--- config.mk ---
export PLATFORM = sky130hd
export DESIGN_NAME = chgadc_results
export DESIGN_NICKNAME = d
export VERILOG_FILES = /design/src/chgadc_result_cell.v /design/src/chgadc_results.v
export VERILOG_INCLUDE_DIRS = /design/src
export SDC_FILE = /design/constraint.sdc
export NUM_CORES = 1
export LEC_CHECK = 0
export BUFFER_PORTS_ARGS = -buffer_cell sky130_fd_sc_hd__buf_4
export CAP_MARGIN = 20
export CORE_MARGIN = 2
export CORE_UTILIZATION = 46
export CTS_BUF_LIST = sky130_fd_sc_hd__clkbuf_8
export DETAILED_ROUTE_END_ITERATION = 8
export GPL_ROUTABILITY_DRIVEN = 0
export GPL_TIMING_DRIVEN = 0
export SYNTH_ARGS = -nofsm -noshare
export SYNTH_HDL_FRONTEND = slang
export SYNTH_SLANG_ARGS = --single-unit
--- constraint.sdc ---
create_clock -name i_mclk -period 12.5 [get_ports i_mclk]
set_input_delay 0.625 -clock i_mclk [delete_from_list [all_inputs] [get_ports i_mclk]]
set_output_delay 0.625 -clock i_mclk [all_outputs]
set_load 0.02 [all_outputs]
--- src/chgadc_consts.vh ---
// Purpose: constants for the charger monitor result register bank
// Assumes: byte-wide register port behind the serial control interface
// Notes:   definitions only
// Contract
// [RULE1] input current at 31h, signed mA, zero reset
// [RULE2] current toward mid node reads positive
// [RULE3] battery current at 33h, signed mA, zero reset
// [RULE4] discharge negative only when sense enable set
// [RULE5] input bus voltage at 35h, unsigned mV
// [RULE6] adapter one voltage at 37h, mV
// [RULE7] adapter two voltage at 39h, mV
// [RULE8] battery sense voltage at 3Bh, mV
// [RULE9] system voltage at 3Dh, mV
// [RULE10] thermistor ratio at 3Fh, percent steps
// [RULE11] die temperature at 41h, signed half degrees
// [RULE12] word spans two bytes, read in one burst
// [RULE13] result writes ignored; update on conversion only
// [RULE14] convert only while enable set; enable resets
// [RULE15] rate bit zero continuous, one single pass
// [RULE16] per-channel disable bit excludes channel
// [RULE17] running average seeded from old or fresh
`ifndef CHGADC_CONSTS_VH
`define CHGADC_CONSTS_VH

// control register offsets
`define CHGADC_OFS_CHG_CTRL   8'h14
`define CHGADC_OFS_ADC_CTRL   8'h2E
`define CHGADC_OFS_ADC_DIS0   8'h2F
`define CHGADC_OFS_ADC_DIS1   8'h30
// result register offsets, msb byte at offset, lsb at offset+1
`define CHGADC_OFS_IN_CUR     8'h31
`define CHGADC_OFS_BAT_CUR    8'h33
`define CHGADC_OFS_IN_VOLT    8'h35
`define CHGADC_OFS_AD1_VOLT   8'h37
`define CHGADC_OFS_AD2_VOLT   8'h39
`define CHGADC_OFS_BAT_VOLT   8'h3B
`define CHGADC_OFS_SYS_VOLT   8'h3D
`define CHGADC_OFS_THERM      8'h3F
`define CHGADC_OFS_DIE_TEMP   8'h41
`define CHGADC_OFS_LAST       8'h42

// field positions
`define CHGADC_BIT_DSCHG_EN   5
`define CHGADC_BIT_EN         7
`define CHGADC_BIT_RATE       6
`define CHGADC_BIT_AVG        3
`define CHGADC_BIT_AVG_INIT   2

// reset values
`define CHGADC_RST_ADC_CTRL   8'h30
`define CHGADC_RST_DIS        8'h00
`define CHGADC_RST_RESULT     16'h0000

// channel count and codes (order of the result map)
`define CHGADC_NCH            9
`define CHGADC_CH_IBUS        4'h0
`define CHGADC_CH_IBAT        4'h1
`define CHGADC_CH_TDIE        4'h8

`endif

--- src/chgadc_result_cell.v ---
// Purpose: one 16-bit conversion result with optional running average
// Assumes: load pulses only when a conversion of this channel completes
// Notes:   signed cells average arithmetically, unsigned ones logically
`include "chgadc_consts.vh"
module chgadc_result_cell #(
	parameter IS_SIGNED = 0
) (
	input  wire        i_clk,
	input  wire        i_rst_n,
	input  wire        i_load,
	input  wire [15:0] i_sample,
	input  wire        i_avg,
	input  wire        i_avg_init,
	input  wire        i_run_start,
	output reg  [15:0] o_value
);
	reg         seeded;      // average has a starting point
	wire        ext_old;     // sign extension of held value
	wire        ext_new;     // sign extension of new sample
	wire [16:0] sum;         // 17-bit sum avoids overflow
	assign ext_old = (IS_SIGNED != 0) ? o_value[15] : 1'b0;
	assign ext_new = (IS_SIGNED != 0) ? i_sample[15] : 1'b0;
	assign sum     = {ext_old, o_value} + {ext_new, i_sample};

	// result update, only on a completed conversion
	always @(posedge i_clk or negedge i_rst_n) begin
		if (!i_rst_n) begin
			o_value <= `CHGADC_RST_RESULT;
			seeded  <= 1'b0;
		end else begin
			if (i_run_start)
				seeded <= 1'b0;
			if (i_load) begin
				seeded <= 1'b1;
				// [RULE17] average seed choice
				if (!i_avg)
					o_value <= i_sample;
				else if (!seeded && i_avg_init)
					o_value <= i_sample;      // fresh conversion seeds
				else
					o_value <= sum[16:1];     // mean of old and new
			end
		end
	end
endmodule // chgadc_result_cell

--- src/chgadc_results.v ---
// Purpose: monitor result bank, its control bits and the channel scan
// Assumes: byte register port decoded by the serial interface; converter
//          outside returns one raw 16-bit code per start request
// Notes:   msb byte first; reading an msb freezes its lsb for the burst
`include "chgadc_consts.vh"
module chgadc_results (
	input  wire        i_mclk,
	input  wire        i_nrst,
	input  wire        i_reg_reset,
	input  wire        i_wdt_expire,
	input  wire [7:0]  i_reg_addr,
	input  wire        i_reg_wr,
	input  wire        i_reg_rd,
	input  wire [7:0]  i_reg_wdata,
	output reg  [7:0]  o_reg_rdata,
	output reg         o_reg_rvalid,
	output reg         o_conv_start,
	output reg  [3:0]  o_conv_chan,
	input  wire        i_conv_done,
	input  wire [15:0] i_conv_data,
	output wire        o_conv_busy
);
	localparam S_IDLE = 2'b00;   // converter off
	localparam S_PICK = 2'b01;   // choose next channel
	localparam S_WAIT = 2'b10;   // waiting for converter

	reg         rst_meta;        // reset release synchroniser
	reg         rst_n;           // synchronised reset
	reg  [7:0]  adc_ctrl;        // enable, rate, sample, averaging
	reg  [7:0]  dis0;            // channel disables, first group
	reg  [7:0]  dis1;            // channel disables, second group
	reg         dschg_en;        // discharge current sense enable
	reg  [1:0]  state;
	reg  [1:0]  next_state;
	reg  [3:0]  chan;            // channel under scan
	reg         en_d;            // enable one cycle ago
	reg  [7:0]  shadow;          // frozen lsb for coherent burst
	reg  [3:0]  shadow_chan;
	reg         shadow_ok;
	reg  [8:0]  ch_off;          // per-channel disable, map order
	reg  [15:0] sample;          // sample after sign policy
	wire [143:0] values;         // all results, channel k at [16k+15:16k]
	wire [7:0]  rel;             // address relative to first result
	wire        res_hit;
	wire [3:0]  res_idx;
	wire [15:0] res_word;
	wire        run_start;
	wire        last_chan;

	assign rel       = i_reg_addr - `CHGADC_OFS_IN_CUR;
	assign res_hit   = (i_reg_addr >= `CHGADC_OFS_IN_CUR) && (i_reg_addr <= `CHGADC_OFS_LAST);
	assign res_idx   = rel[4:1];
	assign res_word  = values[res_idx*16 +: 16];
	assign run_start = adc_ctrl[`CHGADC_BIT_EN] && !en_d;
	assign last_chan = (chan == `CHGADC_CH_TDIE);
	assign o_conv_busy = (state == S_WAIT);

	// reset release through two flops
	always @(posedge i_mclk or negedge i_nrst) begin
		if (!i_nrst) begin
			rst_meta <= 1'b0;
			rst_n    <= 1'b0;
		end else begin
			rst_meta <= 1'b1;
			rst_n    <= rst_meta;
		end
	end

	// disable bits gathered in result map order
	always @* begin
		// [RULE16] channel disable map
		ch_off[0] = dis0[7];
		ch_off[1] = dis0[6];
		ch_off[2] = dis0[5];
		ch_off[3] = dis1[4];
		ch_off[4] = dis1[5];
		ch_off[5] = dis0[4];
		ch_off[6] = dis0[3];
		ch_off[7] = dis0[2];
		ch_off[8] = dis0[1];
	end

	// battery current sign policy
	always @* begin
		sample = i_conv_data;
		// [RULE4] discharge shown only when enabled
		if (chan == `CHGADC_CH_IBAT && !dschg_en && i_conv_data[15])
			sample = 16'h0000;
	end

	// control registers; result offsets are not writable
	always @(posedge i_mclk or negedge rst_n) begin
		if (!rst_n) begin
			adc_ctrl <= `CHGADC_RST_ADC_CTRL;
			dis0     <= `CHGADC_RST_DIS;
			dis1     <= `CHGADC_RST_DIS;
			dschg_en <= 1'b0;
			en_d     <= 1'b0;
		end else if (i_reg_reset) begin
			// [RULE14] register reset clears enable
			adc_ctrl <= `CHGADC_RST_ADC_CTRL;
			dis0     <= `CHGADC_RST_DIS;
			dis1     <= `CHGADC_RST_DIS;
			dschg_en <= 1'b0;
			en_d     <= 1'b0;
		end else begin
			en_d <= adc_ctrl[`CHGADC_BIT_EN];
			if (i_reg_wr && i_reg_addr == `CHGADC_OFS_ADC_CTRL)
				adc_ctrl <= {i_reg_wdata[7:2], 2'b00};
			if (i_reg_wr && i_reg_addr == `CHGADC_OFS_ADC_DIS0)
				dis0 <= {i_reg_wdata[7:1], 1'b0};
			if (i_reg_wr && i_reg_addr == `CHGADC_OFS_ADC_DIS1)
				dis1 <= {i_reg_wdata[7:4], 4'h0};
			if (i_reg_wr && i_reg_addr == `CHGADC_OFS_CHG_CTRL)
				dschg_en <= i_reg_wdata[`CHGADC_BIT_DSCHG_EN];
			// [RULE15] one-shot pass clears enable at its end
			if (adc_ctrl[`CHGADC_BIT_RATE] && last_chan &&
			    ((state == S_WAIT && i_conv_done) || (state == S_PICK && ch_off[8])))
				adc_ctrl[`CHGADC_BIT_EN] <= 1'b0;
			// [RULE14] watchdog expiry clears enable, wins over writes
			if (i_wdt_expire)
				adc_ctrl[`CHGADC_BIT_EN] <= 1'b0;
		end
	end

	// scan state choice
	always @* begin
		next_state = state;
		case (state)
			S_IDLE: begin
				// [RULE14] conversions only while enabled
				if (adc_ctrl[`CHGADC_BIT_EN])
					next_state = S_PICK;
			end
			S_PICK: begin
				if (!adc_ctrl[`CHGADC_BIT_EN])
					next_state = S_IDLE;
				else if (!ch_off[chan])
					next_state = S_WAIT;
			end
			S_WAIT: begin
				// an accepted request always runs to its result
				if (i_conv_done)
					next_state = S_PICK;
			end
			default: next_state = S_IDLE;
		endcase
	end

	// scan registers and converter request
	always @(posedge i_mclk or negedge rst_n) begin
		if (!rst_n) begin
			state        <= S_IDLE;
			chan         <= `CHGADC_CH_IBUS;
			o_conv_start <= 1'b0;
			o_conv_chan  <= `CHGADC_CH_IBUS;
		end else begin
			state        <= next_state;
			o_conv_start <= 1'b0;
			if (state == S_IDLE)
				chan <= `CHGADC_CH_IBUS;
			// [RULE15] continuous mode wraps to first channel
			if ((state == S_PICK && ch_off[chan]) || (state == S_WAIT && i_conv_done))
				chan <= last_chan ? `CHGADC_CH_IBUS : chan + 4'h1;
			if (state == S_PICK && adc_ctrl[`CHGADC_BIT_EN] && !ch_off[chan]) begin
				o_conv_start <= 1'b1;
				o_conv_chan  <= chan;
			end
		end
	end

	// one cell per channel; current and die temperature are signed
	genvar g;
	generate
		for (g = 0; g < `CHGADC_NCH; g = g + 1) begin : g_cell
			// [RULE1] [RULE3] [RULE11] two's complement cells
			// [RULE13] loaded only on completion of own channel
			chgadc_result_cell #(
				.IS_SIGNED ((g == 0) || (g == 1) || (g == 8))
			) u_cell (
				.i_clk       (i_mclk),
				.i_rst_n     (rst_n),
				.i_load      (state == S_WAIT && i_conv_done && chan == g),
				.i_sample    (sample),
				.i_avg       (adc_ctrl[`CHGADC_BIT_AVG]),
				.i_avg_init  (adc_ctrl[`CHGADC_BIT_AVG_INIT]),
				.i_run_start (run_start),
				.o_value     (values[g*16 +: 16])
			);
		end
	endgenerate

	// read port, one cycle latency
	always @(posedge i_mclk or negedge rst_n) begin
		if (!rst_n) begin
			o_reg_rdata  <= 8'h00;
			o_reg_rvalid <= 1'b0;
			shadow       <= 8'h00;
			shadow_chan  <= 4'h0;
			shadow_ok    <= 1'b0;
		end else begin
			o_reg_rvalid <= i_reg_rd;
			if (i_reg_rd) begin
				shadow_ok <= 1'b0;
				// [RULE2] [RULE5] [RULE6] [RULE7] [RULE8] [RULE9] [RULE10] codes pass unchanged
				if (res_hit && !rel[0]) begin
					// [RULE12] msb read freezes the lsb
					o_reg_rdata <= res_word[15:8];
					shadow      <= res_word[7:0];
					shadow_chan <= res_idx;
					shadow_ok   <= 1'b1;
				end else if (res_hit)
					o_reg_rdata <= (shadow_ok && shadow_chan == res_idx) ? shadow : res_word[7:0];
				else if (i_reg_addr == `CHGADC_OFS_ADC_CTRL)
					o_reg_rdata <= adc_ctrl;
				else if (i_reg_addr == `CHGADC_OFS_ADC_DIS0)
					o_reg_rdata <= dis0;
				else if (i_reg_addr == `CHGADC_OFS_ADC_DIS1)
					o_reg_rdata <= dis1;
				else if (i_reg_addr == `CHGADC_OFS_CHG_CTRL)
					o_reg_rdata <= {2'b00, dschg_en, 5'h00};
				else
					o_reg_rdata <= 8'h00;    // unmapped reads zero
			end
		end
	end
endmodule // chgadc_results

# ---- Yosys cells after proc, flatten, opt, wreduce, memory -nomap -nowiden
# Index checks and enable logic that the tools add are counted.
# W data, S select, Z words.
dict set report classes {
  eq_ne 18
  n_lt_le_gt_ge 3
  n_reduce_logical 69
  addsub 11
  n_shift 1
  mux 59
}
# operator n
set op_table {}
lappend op_table {{$mux W16} 19}
lappend op_table {{$add A16 B16 Y17} 9}
lappend op_table {{$shiftx A144 B9 Y16} 1}
lappend op_table {{$mux W8} 12}
lappend op_table {{$logic_and A1 B1 Y1} 35}
lappend op_table {{$reduce_bool A2 Y1} 14}
lappend op_table {{$eq A8 B6 Y1 const B} 3}
lappend op_table {{$mux W1} 18}
lappend op_table {{$eq A4 B3 Y1 const B} 4}
lappend op_table {{$logic_not A1 Y1} 13}
lappend op_table {{$mux W4} 3}
lappend op_table {{$eq A4 B2 Y1 const B} 2}
lappend op_table {{$eq A8 B5 Y1 const B} 1}
lappend op_table {{$ge A8 B6 Y1 const B} 1}
lappend op_table {{$le A8 B7 Y1 const B} 1}
lappend op_table {{$mux W2} 4}
lappend op_table {{$mux W6} 1}
lappend op_table {{$pmux W2 S3} 1}
lappend op_table {{$lt A4 B5 Y1 const B} 1}
lappend op_table {{$sub A5 B5 Y5 const B} 1}
lappend op_table {{$add A4 B1 Y4 const B} 1}
lappend op_table {{$bmux W1 S4} 1}
lappend op_table {{$eq A4 B1 Y1 const B} 1}
lappend op_table {{$eq A4 B4 Y1} 1}
lappend op_table {{11 further kinds} 13}
dict set report word_totals {
  out_inout_bits 15
  in_bits 39
  register_bits 214
}

# ---- Logic depth before layout (Yosys ltp)
dict set report depth {
  depth_word 7
  ltp_mapped 17
  ltp_nobuf 15
}

# ---- Cells and area by module
# A second synthesis with hierarchy kept.
dict set report hier_totals {
  cells_unflattened 2069
  area_unflattened_um2 18091.1
}
# module area_each_um2 instances cells_each
set modules_own_cells {}
lappend modules_own_cells {{chgadc_result_cell (g_cell[2].u_cell ...)} 1500.2 4 170}
lappend modules_own_cells {chgadc_results 4535.6 1 482}
lappend modules_own_cells {{chgadc_result_cell (g_cell[6].u_cell ...)} 1490.2 2 178}
lappend modules_own_cells {{chgadc_result_cell (g_cell[8].u_cell)} 1591.5 1 197}
lappend modules_own_cells {{chgadc_result_cell (g_cell[1].u_cell)} 1496.4 1 172}
lappend modules_own_cells {{chgadc_result_cell (g_cell[0].u_cell)} 1486.4 1 182}

# ---- Worst setup path before layout
# Ideal clock, no wire load.
dict set report synth_timing {
  path_kind {reg2reg}
  from {reg chan[1]}
  to {reg g_cell[4].u_cell.o_value[15]}
  path_buffers 0
  period_less_slack_ns 4.429
  required_ns 12.377
  t_arrival_ns 4.305
  path_slack_ns 8.071
  path_stages_with_launch 16
  cell_sequence {dfrtp_1 -> inv_1 -> ha_1 -> nor4b_4 -> nand2_1 -> nand2_1 -> clkinv_1 -> fa_1 -> a211oi_1 -> nor2_1 -> or4b_1 -> a21oi_1 -> o21ai_1 -> a221o_1 -> a211oi_1 -> nor2_1}
}
dict set report synth_between {
  elab_chain_cells 7
}
# item line
set synth_rtl {}
lappend synth_rtl {{start: declaration} chgadc_results.v:35} ;# reg [3:0] chan;
lappend synth_rtl {{start signal: assignment} chgadc_results.v:154} ;# chan <= `CHGADC_CH_IBUS;
lappend synth_rtl {{start signal: assignment} chgadc_results.v:161} ;# chan <= `CHGADC_CH_IBUS;
lappend synth_rtl {{start signal: assignment} chgadc_results.v:164} ;# chan <= last_chan ? `CHGADC_CH_IBUS : chan + 4'h1;
lappend synth_rtl {{$eq A4 B1 Y1} n/a}
lappend synth_rtl {{$logic_and A1 B1 Y1 (2 in a row)} chgadc_results.v:87} ;# if (chan == `CHGADC_CH_IBAT && !dschg_en && i_conv_data[15])
lappend synth_rtl {{$mux W16} chgadc_results.v:87}
lappend synth_rtl {{$add A16 B16 Y17} chgadc_result_cell.v:23} ;# assign sum = {ext_old, o_value} + {ext_new, i_sample};
lappend synth_rtl {{$mux W16} chgadc_result_cell.v:38} ;# else if (!seeded && i_avg_init)
lappend synth_rtl {{$mux W16} chgadc_result_cell.v:36} ;# if (!i_avg)
lappend synth_rtl {{end signal: assignment} chgadc_result_cell.v:37} ;# o_value <= i_sample;
lappend synth_rtl {{end signal: assignment} chgadc_result_cell.v:39} ;# o_value <= i_sample;
lappend synth_rtl {{end signal: assignment} chgadc_result_cell.v:41} ;# o_value <= sum[16:1];
lappend synth_rtl {{end: declaration} chgadc_result_cell.v:15} ;# output reg [15:0] o_value
# Parallel ways exist; a longest one is shown, timed or not.
# A chain may end at the register's enable or synchronous reset.

# ---- Worst setup path in the final report
dict set report layout_timing {
  from {reg chan[0]}
  to {reg g_cell[2].u_cell.o_value[8]}
}
dict set report layout_between {
  elab_chain_cells 7
}
# item line
set layout_rtl {}
lappend layout_rtl {{$eq A4 B1 Y1} n/a}
lappend layout_rtl {{$logic_and A1 B1 Y1 (2 in a row)} chgadc_results.v:87}
lappend layout_rtl {{$mux W16} chgadc_results.v:87}
lappend layout_rtl {{$add A16 B16 Y17} chgadc_result_cell.v:23}
lappend layout_rtl {{$mux W16} chgadc_result_cell.v:38}
lappend layout_rtl {{$mux W16} chgadc_result_cell.v:36}
lappend layout_rtl {{end signal: assignment} chgadc_result_cell.v:37}
lappend layout_rtl {{end signal: assignment} chgadc_result_cell.v:39}
lappend layout_rtl {{end signal: assignment} chgadc_result_cell.v:41}
lappend layout_rtl {{end: declaration} chgadc_result_cell.v:15}
# Parallel ways exist; a longest one is shown, timed or not.

==> results by group <==
Synth
  • Post-Synth Adder-Cell Area: 11.58%
  • Main combinational cell family by area after synthesis: compound AO/OA/AOI/OAI gates
  • Post-Synth XOR/XNOR Area: 5.571%
  • Ys async rst share: 100.0%
  • Syn Nets: 2,233
  • Simple-gate area share of the yosys netlist: 17.26%
  • Main synth FF type: dfrtp_1
  • Synth Area in Compound Gates: 25.35%
  • Netlist cell types: 92
  • Number of flops mapped to enable cells by yosys: 0
  • Synth Area per Inst: 8.384 sq um
  • Seq cells post-synth: 207
  • Post-synthesis cell area: 17,110 sq um
  • Syn Inst Count: 2,041
  • YS warnings: 0
  • Post-synthesis sequential area ratio: 30.28%
  • Post-synthesis mux area share: 6.675%

Power and ir drop
  • Power, Total: 0.001698 W
  • NetSw: 0.0004977 W
  • Sequential Power Share: 40.5%
  • Gate power share: 13.5%
  • Internal: 0.001200 W
  • Static leakage: 8.710 nW
  • Sw Share: 29.32%
  • Clock power frac: 46.0%
  • Power Density: 88.93 nW/um^2
  • Worst VDD drop: 101.2 uV

Detailed routing
  • Vias per Instance: 6.305
  • Routed wire per std cell: 23.23 um
  • Residual DRC: 0
  • Routed wire length: 61,230 um
  • Vias: 16,620
  • DR pass1 iterations: 5
  • Initial DRC count: 1,724
  • Number of nets still failing antenna checks after routing: 0

Timing
  • Period utilization: 52.26%
  • Min Tclk post-route: 6.533 ns
  • Setup-failing EPs final: 0
  • Final hold viol count: 0
  • Setup_tns: 0 ns
  • Final number of max-transition violations: 0
  • FMAX: 153.1 MHz
  • Worst-margin pin slew: 1.195 ns
  • RSZ-0062 raised after global routing: false
  • Final Skew: 0.05820 ns
  • Relative slew slack: 19.99%

Cells and area
  • Share of cells above drive strength 1: 9.599%
  • Nets: 2,332
  • Most frequent cells in the layout: 253 x a21oi_1, 232 x nand2_1, 204 x dfrtp_1
  • Commonest non-fill, non-tap cell in the layout: a21oi_1
  • Area grow syn2layout: 11.55%

Critical path
  • Reg2reg setup slack: 5.97 ns
  • Reg2Reg Depth: 14
  • Critical Path Sink Type: register
  • CP max FO: 10
  • Worst r2r src: chan[0]
  • CP Data Arrival Time: 7.01 ns
  • CP startpoint kind: register
  • CP required: 12.98 ns
  • Critical path class: register to register
  • Terminus of the critical flop-to-flop path: g_cell[2].u_cell.o_value[8]

Clocking
  • Clock latency on the worst-skew pair: 0.64 ns
  • Root buffer cell: clkbuf_8
  • CTS tree: yes
  • Max Root-Sink Buffers: 3
  • Clock Sink Count: 207
  • CTS buffer count: 43
  • Clock Pin Slew Worst Setup and Hold Paths: 0.06 ns
  • Post-CTS resize count: 0
  • CTS H-tree depth: 2

Status
  • Status: complete, no violations

Global route
  • Initial antenna violation count: 0
  • Global-route wire length before repair: 92,810 um
  • Total GRT Usage: 31.64%
  • Number of global-route vias before repair: 15,620
  • Largest net degree at the start of global routing: 66
  • Remaining Overflow, GRT: 0

Die
  • Die height: 196.9 um
  • Core Region: 36,610 sq um
  • Die area: 38,760 sq um
  • Die width: 196.9 um
  • # rows: 70
  • Initial core utilization: 46.74%
  • Ports: 54

Hold path
  • Hold path startpoint: i_wdt_expire
  • Worst Hold Depth: 2
  • Worst hold path type: input pin to register
  • WHS Endpoint: adc_ctrl[7]

Place
  • Dpl hpwl: 44,980 um
  • Buffers on Ports: 46

Run
  • Max_cap viols: 0
[power groups by stage]
| stage | clock network, W | registers [W] | logic (W) |
|---|---|---|---|
| finish | 0.000781 | 0.000687 | 0.000230 |
| global route | 0.000820 | 0.000688 | 0.000248 |
| floorplan | 0 | 0.000705 | 0.000137 |
| detailed placement | 0 | 0.000699 | 0.000223 |
| CTS | 0.000791 | 0.000687 | 0.000224 |
| global placement | 0 | 0.000709 | 0.000205 |
[through the flow]
stage          hold WS (ns)  utilization (%)  setup slack [ns]  cell area [sq um]  instances
3_3_place_gp         0.3338            49.29             3.414              18040       2555
4_1_cts              0.1402            52.04             6.192              19050       2633
3_5_place_dp         0.3373            49.58             6.211              18150       2560
5_1_grt              0.1588            52.14             5.813              19090       2635
2_1_floorplan        0.3294                -             6.308              17110       2041
6_report             0.1816            52.14             5.967              19090       2636
[routing by layer]
layer | wire, um | up-vias | global-route usage (%)
li1 | - | 7724 | -
met1 | 26190 | 7958 | 45.50
met2 | 25840 | 804 | 47.38
met3 | 6733 | 135 | 5.270
met4 | 2472 | 0 | 12.64
met5 | 0 | - | 0
[cell usage after synthesis, drive strengths merged (4+ instances only)]
master	number	area share [%]
a2111oi	6	0.34
nand4	6	0.22
nor2b	18	0.66
mux2i	23	1.3
nor3	67	2.1
a21o	43	1.9
a311oi	9	0.46
a211o	5	0.26
a22o	9	0.46
o21bai	9	0.39
o211ai	8	0.38
o21ai	205	6.0
o31ai	13	0.57
or3	7	0.26
ha	144	11
o221ai	5	0.29
a221o	4	0.23
buf	18	0.62
and3	12	0.44
nor2	192	4.2
o22ai	16	0.58
nand2b	12	0.44
inv	46	1.0
or2	7	0.26
mux4	33	4.3
xnor2	68	3.5
dfrtp	205	30
clkbuf	71	1.6
xor2	40	2.0
a31o	4	0.20
a21oi	254	7.5
a31oi	34	1.3
and2	21	0.77
nand3	43	1.3
a21boi	5	0.22
fa	9	1.1
a211oi	30	1.3
o21a	28	1.2
nand2	232	5.1
mux2	15	0.99
and4	5	0.26
[flip-flops by register name, indices dropped and copies added (netlist names), 2 cells and up]
name / flops
g_cell.u_cell.o_value: 144
g_cell.u_cell.seeded: 9
o_reg_rdata: 8
shadow: 8
dis0: 7
adc_ctrl: 6
chan: 4
dis1: 4
o_conv_chan: 4
shadow_chan: 4
state: 2
[worst max-delay path, stage by stage, from the launching register on]
cell and delay, ns:
dfrtp_1 0.55, ha_1 0.46, nor4b_4 1.03, nand2_1 0.34
clkbuf_1 0.28, nand2_1 0.64, inv_1 0.63, ha_1 0.52
and2_1 0.20, a221o_1 0.37, a311oi_1 0.51, o21bai_1 0.15
a211oi_1 0.28, o22ai_1 0.13, mux2_2 0.30
[cell families (layout without fill, tap and decap cells)]
| group | count (synthesis) | after routing |
|---|---|---|
| AO/OA/AOI/OAI | 718 | 718 |
| XOR/XNOR | 108 | 108 |
| adder cells (fa/ha/maj) | 153 | 153 |
| buffers and inverters | 138 | 264 |
| flip-flops | 207 | 207 |
| multiplexers | 71 | 71 |
| other | 1 | 2 |
| AND/OR/NAND/NOR | 645 | 645 |
[how the worst max path moves through the flow]
stage / from / to / slack (ns) / depth (start not counted)
6_report: chan[0] / g_cell[2].u_cell.o_value[8] / 5.97 / 14
2_1_floorplan: rst_n / adc_ctrl[2] / 6.31 / 0
3_5_place_dp: chan[0] / g_cell[6].u_cell.o_value[15] / 6.21 / 13
4_1_cts: chan[0] / g_cell[6].u_cell.o_value[15] / 6.19 / 13
5_1_grt: chan[0] / g_cell[2].u_cell.o_value[8] / 5.81 / 14
3_3_place_gp: rst_n / g_cell[1].u_cell.o_value[3] / 3.41 / 0
[area by class of cell]
cell class              count  area (sq um)
well taps                 468         585.6
flip-flops and latches    207          5186
clock buffers              53         729.5
clock inverters            19         162.7
diodes                      1         2.502
multi-input cells        1696         11370
repair buffers             54         493.0
inverters                  49         183.9
fillers                  3551         17520
plain buffers              89         372.9
[what timing repair did]
action | in CTS | in global routing
hold endpoints to repair | 2 | 0
setup endpoints to repair | 0 | 0
hold buffers | 1 | 0
setup buffers | 0 | 0
Power figures use the tool's default switching activity.
